## src/pkg/power_mode_params.svh

```systemverilog
// Purpose: Offsets, field positions, reset values and timing counts
// Assumes: 100 MHz system clock
// Notes: Included by the package and the bench files
`ifndef POWER_MODE_PARAMS_SVH
`define POWER_MODE_PARAMS_SVH

// Register offset of the power management control register
`define PMC_OFFSET 12'h084
// Field positions
`define PMC_MODE_HI 31
`define PMC_MODE_LO 29
`define PMC_SLEEP_BIT 28
`define PMC_AUTOWAKE_BIT 27
`define PMC_INDDIS_BIT 26
`define PMC_TIMEUNIT_BIT 25
`define PMC_STAMP2_BIT 24
`define PMC_STAMP1_BIT 23
`define PMC_STAMP0_BIT 22
`define PMC_FABRIC_BIT 20
`define PMC_HOSTMAC_BIT 19
`define PMC_READY_BIT 0
// Power state codes
`define PMC_MODE_D0 3'h0
`define PMC_MODE_D1 3'h1
`define PMC_MODE_D2 3'h2
`define PMC_MODE_D3 3'h3
// Reset values
`define PMC_MODE_RESET 3'h0
`define PMC_READY_RESET 1'h1
// Timing: clock period and longest wake-up time
`define CLK_PERIOD_NS 10
`define WAKE_MAX_NS 2000000
`define WAKE_MAX_CYCLES (`WAKE_MAX_NS / `CLK_PERIOD_NS)
// Number of indicator outputs
`define IND_COUNT 4
// Number of guarded clock-disable bits
`define GUARD_COUNT 6

`endif

```

## src/pkg/power_mode_pkg.sv

```systemverilog
// Purpose: Types shared by the power mode and clock gating block
// Assumes: power_mode_params.svh defines the widths
// Notes: Holds types only; numbers live in the header
`include "power_mode_params.svh"

package power_mode_pkg;

  // Power sequencing states
  typedef enum logic [1:0] {
    PWR_AWAKE,
    PWR_ASLEEP,
    PWR_WAKING
  } pwr_e;

  // Register access from the host interface logic
  typedef struct packed {
    logic [11:0] addr;
    logic wr;
    logic rd;
    logic [3:0] byteEn;
    logic [31:0] wdata;
    logic serial;
  } regReq_s;

  // Read answer
  typedef struct packed {
    logic valid;
    logic [31:0] data;
  } regRsp_s;

  // Clock run enables toward the clock generator
  typedef struct packed {
    logic xtalRun;
    logic pllRun;
    logic sysRun;
    logic hostMacRun;
    logic fabricRun;
    logic timeUnitRun;
    logic [2:0] stampRun;
  } clkRun_s;

  // Indicator pad signals
  typedef struct packed {
    logic [`IND_COUNT-1:0] out;
    logic [`IND_COUNT-1:0] oe;
  } indPad_s;

  // State of one guarded clock-disable bit
  typedef struct packed {
    logic armed;
    logic value;
  } guard_s;

endpackage

```

## src/power_mode_ctrl.sv

```systemverilog
// Purpose: Chip power states, wake-up sequencing and module clock gates
// Assumes: Host interface logic decodes its pins into regReq on clk
// Notes: Wake pins and PLL lock come from outside and are synchronised
`timescale 1ns/1ps

module power_mode_ctrl #(
  parameter int unsigned WAKE_MAX_CYC = `WAKE_MAX_CYCLES
) (
  // Clock and reset
  input wire logic clk,
  input wire logic reset_n,
  // Register access from host interface logic
  input power_mode_pkg::regReq_s regReq,
  output power_mode_pkg::regRsp_s regRsp,
  // Wake pins and PLL status, asynchronous
  input wire logic parWrPin,
  input wire logic serSelect_n,
  input wire logic serClkPin,
  input wire logic wakeEventPin,
  input wire logic pllLockPin,
  // Indicator sources and pad configuration
  input wire logic [`IND_COUNT-1:0] indLevel,
  input wire logic [`IND_COUNT-1:0] indOeIn,
  input wire logic [`IND_COUNT-1:0] indPushPull,
  input wire logic [`IND_COUNT-1:0] indActiveHigh,
  output power_mode_pkg::indPad_s indPad,
  // Clock run enables and status
  output power_mode_pkg::clkRun_s clkRun,
  output logic hostActive,
  output logic wakeLate
);
  import power_mode_pkg::*;

  // State of the block apart from the guarded bits
  typedef struct packed {
    pwr_e fsm;
    logic [2:0] mode;
    logic sleepReq;
    logic autoWake;
    logic indDis;
    logic ready;
    logic writeLock;
    logic [4:0] sync1;
    logic [4:0] sync2;
    logic [31:0] wakeCnt;
    logic wakeLate;
    regRsp_s rsp;
    clkRun_s run;
    indPad_s pad;
    logic hostActive;
  } state_s;

  state_s st_r;
  state_s st_nxt;

  logic [`GUARD_COUNT-1:0] guardQ;
  logic [`GUARD_COUNT-1:0] guardWr;
  logic [`GUARD_COUNT-1:0] guardVal;
  logic hit;
  logic wrOk;
  logic parWr;
  logic serCycle;
  logic wakeEvt;
  logic pllLock;
  logic [2:0] wrMode;
  logic wrSleep;
  logic [31:0] readWord;

  // Synchronised pin levels, second stage only
  assign parWr = st_r.sync2[0];
  assign serCycle = ~st_r.sync2[1] & st_r.sync2[2];
  assign wakeEvt = st_r.sync2[3];
  assign pllLock = st_r.sync2[4];

  // Access decode and write acceptance
  assign hit = (regReq.addr == `PMC_OFFSET);
  assign wrOk = hit && regReq.wr && (st_r.fsm == PWR_AWAKE) &&
    (!st_r.writeLock || regReq.serial);
  assign wrMode = regReq.wdata[`PMC_MODE_HI:`PMC_MODE_LO];
  assign wrSleep = regReq.wdata[`PMC_SLEEP_BIT];

  // Guarded bit write values and strobes
  assign guardVal = {regReq.wdata[`PMC_TIMEUNIT_BIT],
    regReq.wdata[`PMC_STAMP2_BIT], regReq.wdata[`PMC_STAMP1_BIT],
    regReq.wdata[`PMC_STAMP0_BIT], regReq.wdata[`PMC_FABRIC_BIT],
    regReq.wdata[`PMC_HOSTMAC_BIT]};
  assign guardWr = {{2{regReq.byteEn[3]}}, {4{regReq.byteEn[2]}}} &
    {`GUARD_COUNT{wrOk}};

  // One guarded bit per clock domain, own counter each
  genvar gi;
  generate
    for (gi = 0; gi < `GUARD_COUNT; gi++) begin : g_guard
      guard_bit u_guard (
        .clk(clk),
        .reset_n(reset_n),
        .wrStrobe(guardWr[gi]),
        .wrValue(guardVal[gi]),
        .bitSet(guardQ[gi])
      );
    end
  endgenerate

  // Read word assembly, reserved bits zero
  always_comb begin
    readWord = 32'h0;
    readWord[`PMC_MODE_HI:`PMC_MODE_LO] = st_r.mode;
    readWord[`PMC_SLEEP_BIT] = st_r.sleepReq;
    readWord[`PMC_AUTOWAKE_BIT] = st_r.autoWake;
    readWord[`PMC_INDDIS_BIT] = st_r.indDis;
    readWord[`PMC_TIMEUNIT_BIT] = guardQ[5];
    readWord[`PMC_STAMP2_BIT] = guardQ[4];
    readWord[`PMC_STAMP1_BIT] = guardQ[3];
    readWord[`PMC_STAMP0_BIT] = guardQ[2];
    readWord[`PMC_FABRIC_BIT] = guardQ[1];
    readWord[`PMC_HOSTMAC_BIT] = guardQ[0];
    readWord[`PMC_READY_BIT] = st_r.ready;
  end

  // Next-state logic
  always_comb begin
    st_nxt = st_r;
    st_nxt.sync1 = {pllLockPin, wakeEventPin, serClkPin, serSelect_n,
      parWrPin};
    st_nxt.sync2 = st_r.sync1;

    // Reads answered in every state, whole word each time
    st_nxt.rsp.valid = hit && regReq.rd;
    st_nxt.rsp.data = readWord;
    if (hit && regReq.rd && st_r.fsm == PWR_AWAKE && !regReq.serial) begin
      st_nxt.writeLock = 1'b0;
    end

    // Register writes, top byte holds mode, sleep and enables
    if (wrOk && regReq.byteEn[3]) begin
      st_nxt.autoWake = regReq.wdata[`PMC_AUTOWAKE_BIT];
      st_nxt.indDis = regReq.wdata[`PMC_INDDIS_BIT];
      if (!wrSleep) begin
        st_nxt.mode = wrMode;
      end
      if (wrSleep && wrMode == st_r.mode) begin
        st_nxt.sleepReq = 1'b1;
      end
    end

    // Power state sequencing
    case (st_r.fsm)
      PWR_AWAKE: begin
        if (st_r.sleepReq) begin
          st_nxt.fsm = PWR_ASLEEP;
          st_nxt.ready = 1'b0;
          st_nxt.writeLock = 1'b1;
        end
      end
      PWR_ASLEEP: begin
        if (parWr || serCycle) begin
          st_nxt.fsm = PWR_WAKING;
        end else if (wakeEvt && st_r.autoWake &&
            st_r.mode != `PMC_MODE_D3) begin
          st_nxt.fsm = PWR_WAKING;
        end
        st_nxt.wakeCnt = 32'h0;
      end
      PWR_WAKING: begin
        if (st_r.wakeCnt < WAKE_MAX_CYC) begin
          st_nxt.wakeCnt = st_r.wakeCnt + 32'h1;
        end else begin
          st_nxt.wakeLate = 1'b1;
        end
        if (pllLock) begin
          st_nxt.fsm = PWR_AWAKE;
          st_nxt.ready = 1'b1;
          st_nxt.mode = `PMC_MODE_D0;
          st_nxt.sleepReq = 1'b0;
        end
      end
      default: begin
        st_nxt.fsm = PWR_AWAKE;
      end
    endcase
    if (st_r.fsm == PWR_AWAKE && st_r.sleepReq == 1'b0) begin
      st_nxt.wakeLate = st_r.wakeLate;
    end

    // Clock run enables, system clocks only while awake
    st_nxt.run.sysRun = (st_nxt.fsm == PWR_AWAKE);
    st_nxt.run.pllRun = !(st_nxt.fsm == PWR_ASLEEP &&
      (st_r.mode == `PMC_MODE_D2 || st_r.mode == `PMC_MODE_D3));
    st_nxt.run.xtalRun = !(st_nxt.fsm == PWR_ASLEEP &&
      st_r.mode == `PMC_MODE_D3);
    st_nxt.run.hostMacRun = st_nxt.run.sysRun & ~guardQ[0];
    st_nxt.run.fabricRun = st_nxt.run.sysRun & ~guardQ[1];
    st_nxt.run.stampRun = {3{st_nxt.run.sysRun}} & ~guardQ[4:2];
    st_nxt.run.timeUnitRun = st_nxt.run.sysRun & ~guardQ[5];
    st_nxt.hostActive = (st_nxt.fsm == PWR_AWAKE);

    // Indicator pads
    if (st_r.indDis) begin
      st_nxt.pad.oe = indPushPull;
      st_nxt.pad.out = ~indActiveHigh & indPushPull;
    end else begin
      st_nxt.pad.oe = indOeIn;
      st_nxt.pad.out = indLevel;
    end
  end

  // State register
  always_ff @(posedge clk or negedge reset_n) begin
    if (!reset_n) begin
      st_r <= '0;
      st_r.fsm <= PWR_AWAKE;
      st_r.mode <= `PMC_MODE_RESET;
      st_r.ready <= `PMC_READY_RESET;
      st_r.run <= '1;
      st_r.hostActive <= 1'b1;
    end else begin
      st_r <= st_nxt;
    end
  end

  // Outputs straight from the state register
  assign regRsp = st_r.rsp;
  assign clkRun = st_r.run;
  assign indPad = st_r.pad;
  assign hostActive = st_r.hostActive;
  assign wakeLate = st_r.wakeLate;

endmodule

```

## src/guard_bit.sv

```systemverilog
// Purpose: One clock-disable bit that sets only on two writes of 1
// Assumes: Write strobe is a one-cycle pulse on the system clock
// Notes: A write of 0 clears both the bit and the pending count
`timescale 1ns/1ps

module guard_bit (
  // Clock and reset
  input wire logic clk,
  input wire logic reset_n,
  // Write strobe and written value
  input wire logic wrStrobe,
  input wire logic wrValue,
  // Current bit value
  output logic bitSet
);
  import power_mode_pkg::*;

  guard_s state_r;
  guard_s state_nxt;

  // Consecutive write counter
  always_comb begin
    state_nxt = state_r;
    if (wrStrobe) begin
      if (wrValue) begin
        state_nxt.armed = 1'b1;
        if (state_r.armed) begin
          state_nxt.value = 1'b1;
        end
      end else begin
        state_nxt.armed = 1'b0;
        state_nxt.value = 1'b0;
      end
    end
  end

  // State register
  always_ff @(posedge clk or negedge reset_n) begin
    if (!reset_n) begin
      state_r <= '0;
    end else begin
      state_r <= state_nxt;
    end
  end

  assign bitSet = state_r.value;

endmodule

```

## config.mk

```make
export PLATFORM = sky130hd
export DESIGN_NAME = power_mode_ctrl
export DESIGN_NICKNAME = d
export VERILOG_FILES = /design/src/pkg/power_mode_pkg.sv /design/src/power_mode_ctrl.sv /design/src/guard_bit.sv
export VERILOG_INCLUDE_DIRS = /design/src /design/src/pkg
export SDC_FILE = /design/constraint.sdc
export NUM_CORES = 1
export LEC_CHECK = 0
export BUFFER_PORTS_ARGS = -buffer_cell sky130_fd_sc_hd__buf_2
export CORE_MARGIN = 1.5
export CORE_UTILIZATION = 30
export CTS_CLUSTER_DIAMETER = 100
export DETAILED_ROUTE_END_ITERATION = 10
export GPL_TIMING_DRIVEN = 0
export PLACE_DENSITY = 0.54
export SLEW_MARGIN = 25
export SYNTH_ARGS = -nofsm -noshare
export SYNTH_HDL_FRONTEND = slang
export SYNTH_SLANG_ARGS = --single-unit
```

## constraint.sdc

```tcl
create_clock -name clk -period 1.92 [get_ports clk]
set_input_delay 0.384 -clock clk [delete_from_list [all_inputs] [get_ports clk]]
set_output_delay 0.384 -clock clk [all_outputs]
set_load 0.02 [all_outputs]
```

Word level (Yosys, flattened, before mapping) --
Index checks and enable logic that the tools add are counted.
Word-level totals: output and inout bits 52, register bits after elaboration 96
Operators by class: bitwise operators 16, muxes and demuxes 29, reductions and logical operators 33, $lt $le $gt $ge 1, equal/unequal tests 17, add/sub/neg operators 1
Operators with widths (count):
- one-hot mux 32 bit (2 select lines) | 1
- adder 32 x 1 -> 32 bit (second input constant) | 1
- less-than comparator 32 x 18 -> 1 bit (second input constant) | 1
- two-way mux 32 bit | 1
- two-way mux 2 bit | 10
- AND reduction 2 bit | 7
- logical AND 1 bit | 13
- equality test 12 x 8 -> 1 bit (second input constant) | 1
- two-way mux 6 bit | 2
- inequality test 2 x 1 -> 1 bit (second input constant) | 6
- two-way mux 1 bit | 10
- two-way mux 8 bit | 1
- inverter 1 bit | 7
- bitwise AND 6 bit | 1
- equality test 3 x 2 -> 1 bit (second input constant) | 2
- inequality test 2 bit (second input constant) | 3
- one-hot mux 2 bit (3 select lines) | 1
- AND reduction 3 bit | 2
- bitwise AND 1 bit | 4
- bitwise AND 4 bit | 1
- equality test 2 x 1 -> 1 bit (second input constant) | 2
- logical NOT 1 bit | 4
- logical NOT 2 bit | 2
- two-way mux 4 bit | 1
- 10 further kinds | 13

Longest topological paths before layout --
depth after elaboration 11, depth in mapped cells 7

Hierarchy --
A second synthesis with hierarchy kept.
Second synthesis, totals: cell total of the unflattened synthesis 354, area, all modules 4105.2 um^2
Modules (own cells, without submodules):
- power_mode_ctrl | sequential area each 2114.5 um^2, cells an instance 318, instances 1, area an instance 3632.2 um^2
- guard_bit | sequential area each 50.0 um^2, cells an instance 6, instances 6, area an instance 78.8 um^2

Worst setup path after synthesis --
Ideal clock, no wire load.
path kind register to register, start point register st_r[67] (netlist name), end point register st_r[52] (netlist name), required time 1.840 ns, setup slack -0.012 ns, arrival time 1.851 ns, stages on the path, launching flop included 6, path through dfrtp_1 -> or4_4 -> o211a_4 -> buf_6 -> or4_4 -> o211ai_2
On the way: word-level cells in the longest chain between the ends 3
RTL lines:
- start: declaration | RTL line power_mode_ctrl.sv:53 | state_s st_r;
- start signal: assignment | RTL line power_mode_ctrl.sv:217 | st_r <= st_nxt;
- less-than comparator 32 x 18 -> 1 bit | RTL line power_mode_ctrl.sv:165 | if (st_r.wakeCnt < WAKE_MAX_CYC) begin
- inequality test 2 bit (no source line)
- AND reduction 2 bit (no source line)
No other way between the ends. A chain may end at the register's enable or synchronous reset.

Final worst setup path --
start point register st_r[66] (netlist name), end point register st_r[62] (netlist name)
Same word-level chain as after synthesis.

==> impl_metrics.ini <==
[status]
status = finished, violations left
violations = negative setup slack

[cts]
cts_tree = yes
cts.clk_slew.worst_paths_ns = 0.07
cts_inserted_buffers = 9
numClockSinks = 96
cts-root-buf = clkbuf_16
max-clock-path-buffers = 2
h-tree-depth = 3
clk-insertion-delay-late_ns = 0.34

[grt]
antenna_found_initial = 0
grt_max_degree = 78
grt_pass1_vias = 2964
gr-total-overflow = 0
grt_pass1_wl_um = 14160
grtUsageTotal_pct = 12.23

[placement]
place_inst = 676
portBuffers = 84
place_area_mm2 = 0.004950
detailedPlace.worstSlack_ns = -0.3745
dp_hpwl_um = 6149
place.gp.congestion = 0.8268

[pwr]
max-vdd-ir-drop_uv = 509.9
powerDensity_mw_per_mm2 = 714.5
p_leak_uw = 0.002702

[timing]
maxSlewViolCount = 0
rsz0062_at_grt = yes
hold_violations = 0
slew_headroom_pct = 53.81
fin_skew_ns = 0.007708
worst_slew_pin_slew_ns = 0.6929
fin_ws_ns = -0.1142
fin_crit_sh_pct = 105.9
setup_viol = 14
fin_crit_ns = 2.034
clock.fmax_ghz = 0.4916

[synthesis]
yosys_most_used_dff = dfrtp_1
synthArstFlopShare_pct = 100.0
synth_top_area_cell = dfrtp_1
netlist_instances = 393
ys_seq_area_share_pct = 57.46
syn_area_mm2 = 0.004203
ys_ff_latch = 96
syn_area_per_cell_um2 = 10.69
synth-edff-count = 0
synth.distinct_cells = 48
yosys-top-cells-area = dfrtp_1 51%, buf_4 8.9%, dfstp_2 6.3%
synth_top_cell_area_share_pct = 51.21
yosys_warnings = 0

[die]
dieArea_mm2 = 0.01473
io_pins = 126
die_h_um = 121.4
die_w_um = 121.4
initial_core_util_pct = 30.51
num_rows = 43
core_mm2 = 0.01377

[worst_setup_path]
cp_max_fo = 10
critPathLaunchType = register
cpMaxStageDelayCell = or4_4
critPathArrivalTime_ns = 2.23
worstSetupPathType = register to register
max_stage_delay_ns = 0.58
critPathCaptureType = register
worstPathRequired_ns = 2.12
cp_cell_sequence = or4_4, o211a_4, buf_8, buf_12, o31ai_2, a21oi_1
path_buf_inv = 2
cp_top_family = compound AO/OA/AOI/OAI gates

[routing]
num_vias = 3162
vias_per_cell = 4.511
dr.pass1.iters = 4
drt-initial-drc-count = 153
wl_um = 8862
postRouteAntennaNets = 0
wl_per_cell_um = 12.64
drc_errors = 0

[final_layout]
diodes = 0
final_area_mm2 = 0.005558
final_core_util_pct = 40.35
nets = 591
instances_no_fill = 701
areaGrowthSynthToFinish_pct = 32.24
seq_area_mm2 = 0.002416
multi_input_area_mm2 = 0.001575
final.fill_count = 1370
drive_gt1_share_pct = 41.27

[flow_run]
max_cap_violations = 0

[hold_path]
hold_path_class = input pin to register
-- report_power, final --
part / switching, uW / internal (uW) / leakage, uW
registers: 8.41 / 2040 / 0.00123
clock network: 796 / 892 / 0.000134
logic: 128 / 102 / 0.00134
total: 933 / 3040 / 0.00270
-- synth_stat cells (2+ instances only) --
master / number
a21oi_1: 20
and2_1: 15
buf_2: 3
buf_4: 50
clkbuf_1: 7
dfrtp_1: 86
dfstp_2: 10
inv_1: 17
mux2_2: 5
mux2i_1: 4
nand2_1: 44
nand2b_1: 7
nand3_1: 7
nand3b_1: 4
nand4_1: 7
nor2_1: 20
nor2b_1: 3
nor3_1: 8
nor4_1: 7
nor4_2: 2
nor4b_1: 2
o211ai_1: 4
o21ai_0: 14
o22ai_1: 5
o31ai_1: 6
or3_1: 3
or4_1: 10
or4_4: 2
xor2_1: 2
-- registers in the layout, summed over array words and instances (netlist names), 5 cells and up --
signal	flops
indPad	8
readWord	7
g_guard.u_guard.bitSet	6
st_r	38
g_guard.u_guard.state_r	6
regRsp	14
st_nxt	5
clkRun	8
-- per-stage QoR --
stage	power, uW	hold slack [ns]	TNS (ns)
after global placement	2308	0.3351	-46.84
after CTS	4025	0.1349	-0.8513
after detailed placement	2321	0.2449	-7.279
after global routing	4141	0.1351	-1.520
final	3971	0.1491	-0.8647
after floorplan	2200	0.08841	-0.01169
-- what timing repair did --
item | in CTS | in global routing
pin swaps | 8 | 13
hold buffers | 1 | 0
resized for setup | 30 | 22
endpoints found under the setup margin | 37 | 25
gates cloned | 1 | 1
hold endpoints to repair | 18 | 0
setup buffers | 4 | 3
-- worst paths after layout --
kind,startpoint,to,slack [ns],cells past startpoint
min in group asynchronous,reset_n,g_guard[0].u_guard.bitSet,0.45,2
max in group asynchronous,reset_n,clkRun[8],0.81,3
min reg2reg,st_nxt[87],st_r[87],0.35,0
max reg2reg,st_r[66],st_r[62],-0.11,6
max,st_r[66],st_r[62],-0.11,6
min,parWrPin,st_nxt[84],0.15,1
-- layer usage --
layer  vias up  track usage (%)  share of wire (%)  wire length [um]
li1       1538                -                  -                 -
met1      1506            16.40                 47              4180
met2       103            19.00                 45              3995
met3        15            2.914                5.8               514
met4         0            5.000                1.9               171
met5         -                0                  0                 0
-- layout by cell type (no fill, tap or decap), drive strengths merged, types with 3 or more instances in the layout --
| cell | Yosys | layout |
|---|---|---|
| nor2b | 3 | 3 |
| and2 | 15 | 15 |
| inv | 17 | 20 |
| o211ai | 5 | 5 |
| dfrtp | 86 | 86 |
| dfstp | 10 | 10 |
| or3 | 3 | 3 |
| a21oi | 20 | 20 |
| nor4 | 9 | 9 |
| nand2 | 44 | 44 |
| o31ai | 6 | 6 |
| nand2b | 7 | 7 |
| o22ai | 5 | 5 |
| nand4 | 7 | 7 |
| mux2i | 4 | 4 |
| mux2 | 5 | 5 |
| nor3 | 8 | 8 |
| conb | 1 | 19 |
| or4 | 12 | 12 |
| nand3 | 7 | 7 |
| buf | 55 | 147 |
| clkbuf | 7 | 16 |
| o21ai | 15 | 15 |
| nor2 | 20 | 20 |
| nand3b | 4 | 4 |
-- area by class of cell --
| type | count | area share [%] |
|---|---|---|
| multi-input combinational | 237 | 28.34 |
| inverter | 17 | 1.148 |
| clock buffer | 9 | 4.052 |
| tap | 180 | 4.052 |
| timing repair buffer | 94 | 9.748 |
| clock inverter | 7 | 0.9680 |
| sequential | 96 | 43.47 |
| buffer | 61 | 8.217 |
-- kinds of logic after synthesis --
| logic type | after synthesis | synth area share, % |
|---|---|---|
| other cells | 1 | 0.08923 |
| simple gates | 144 | 18.40 |
| mux | 9 | 2.292 |
| flops | 96 | 57.46 |
| compound gates | 60 | 9.051 |
| fa+ha+maj | 1 | 0.2977 |
| xor+xnor | 3 | 0.6253 |
| buf+inv | 79 | 11.79 |
No activity file was read; power rests on OpenSTA's default activity.
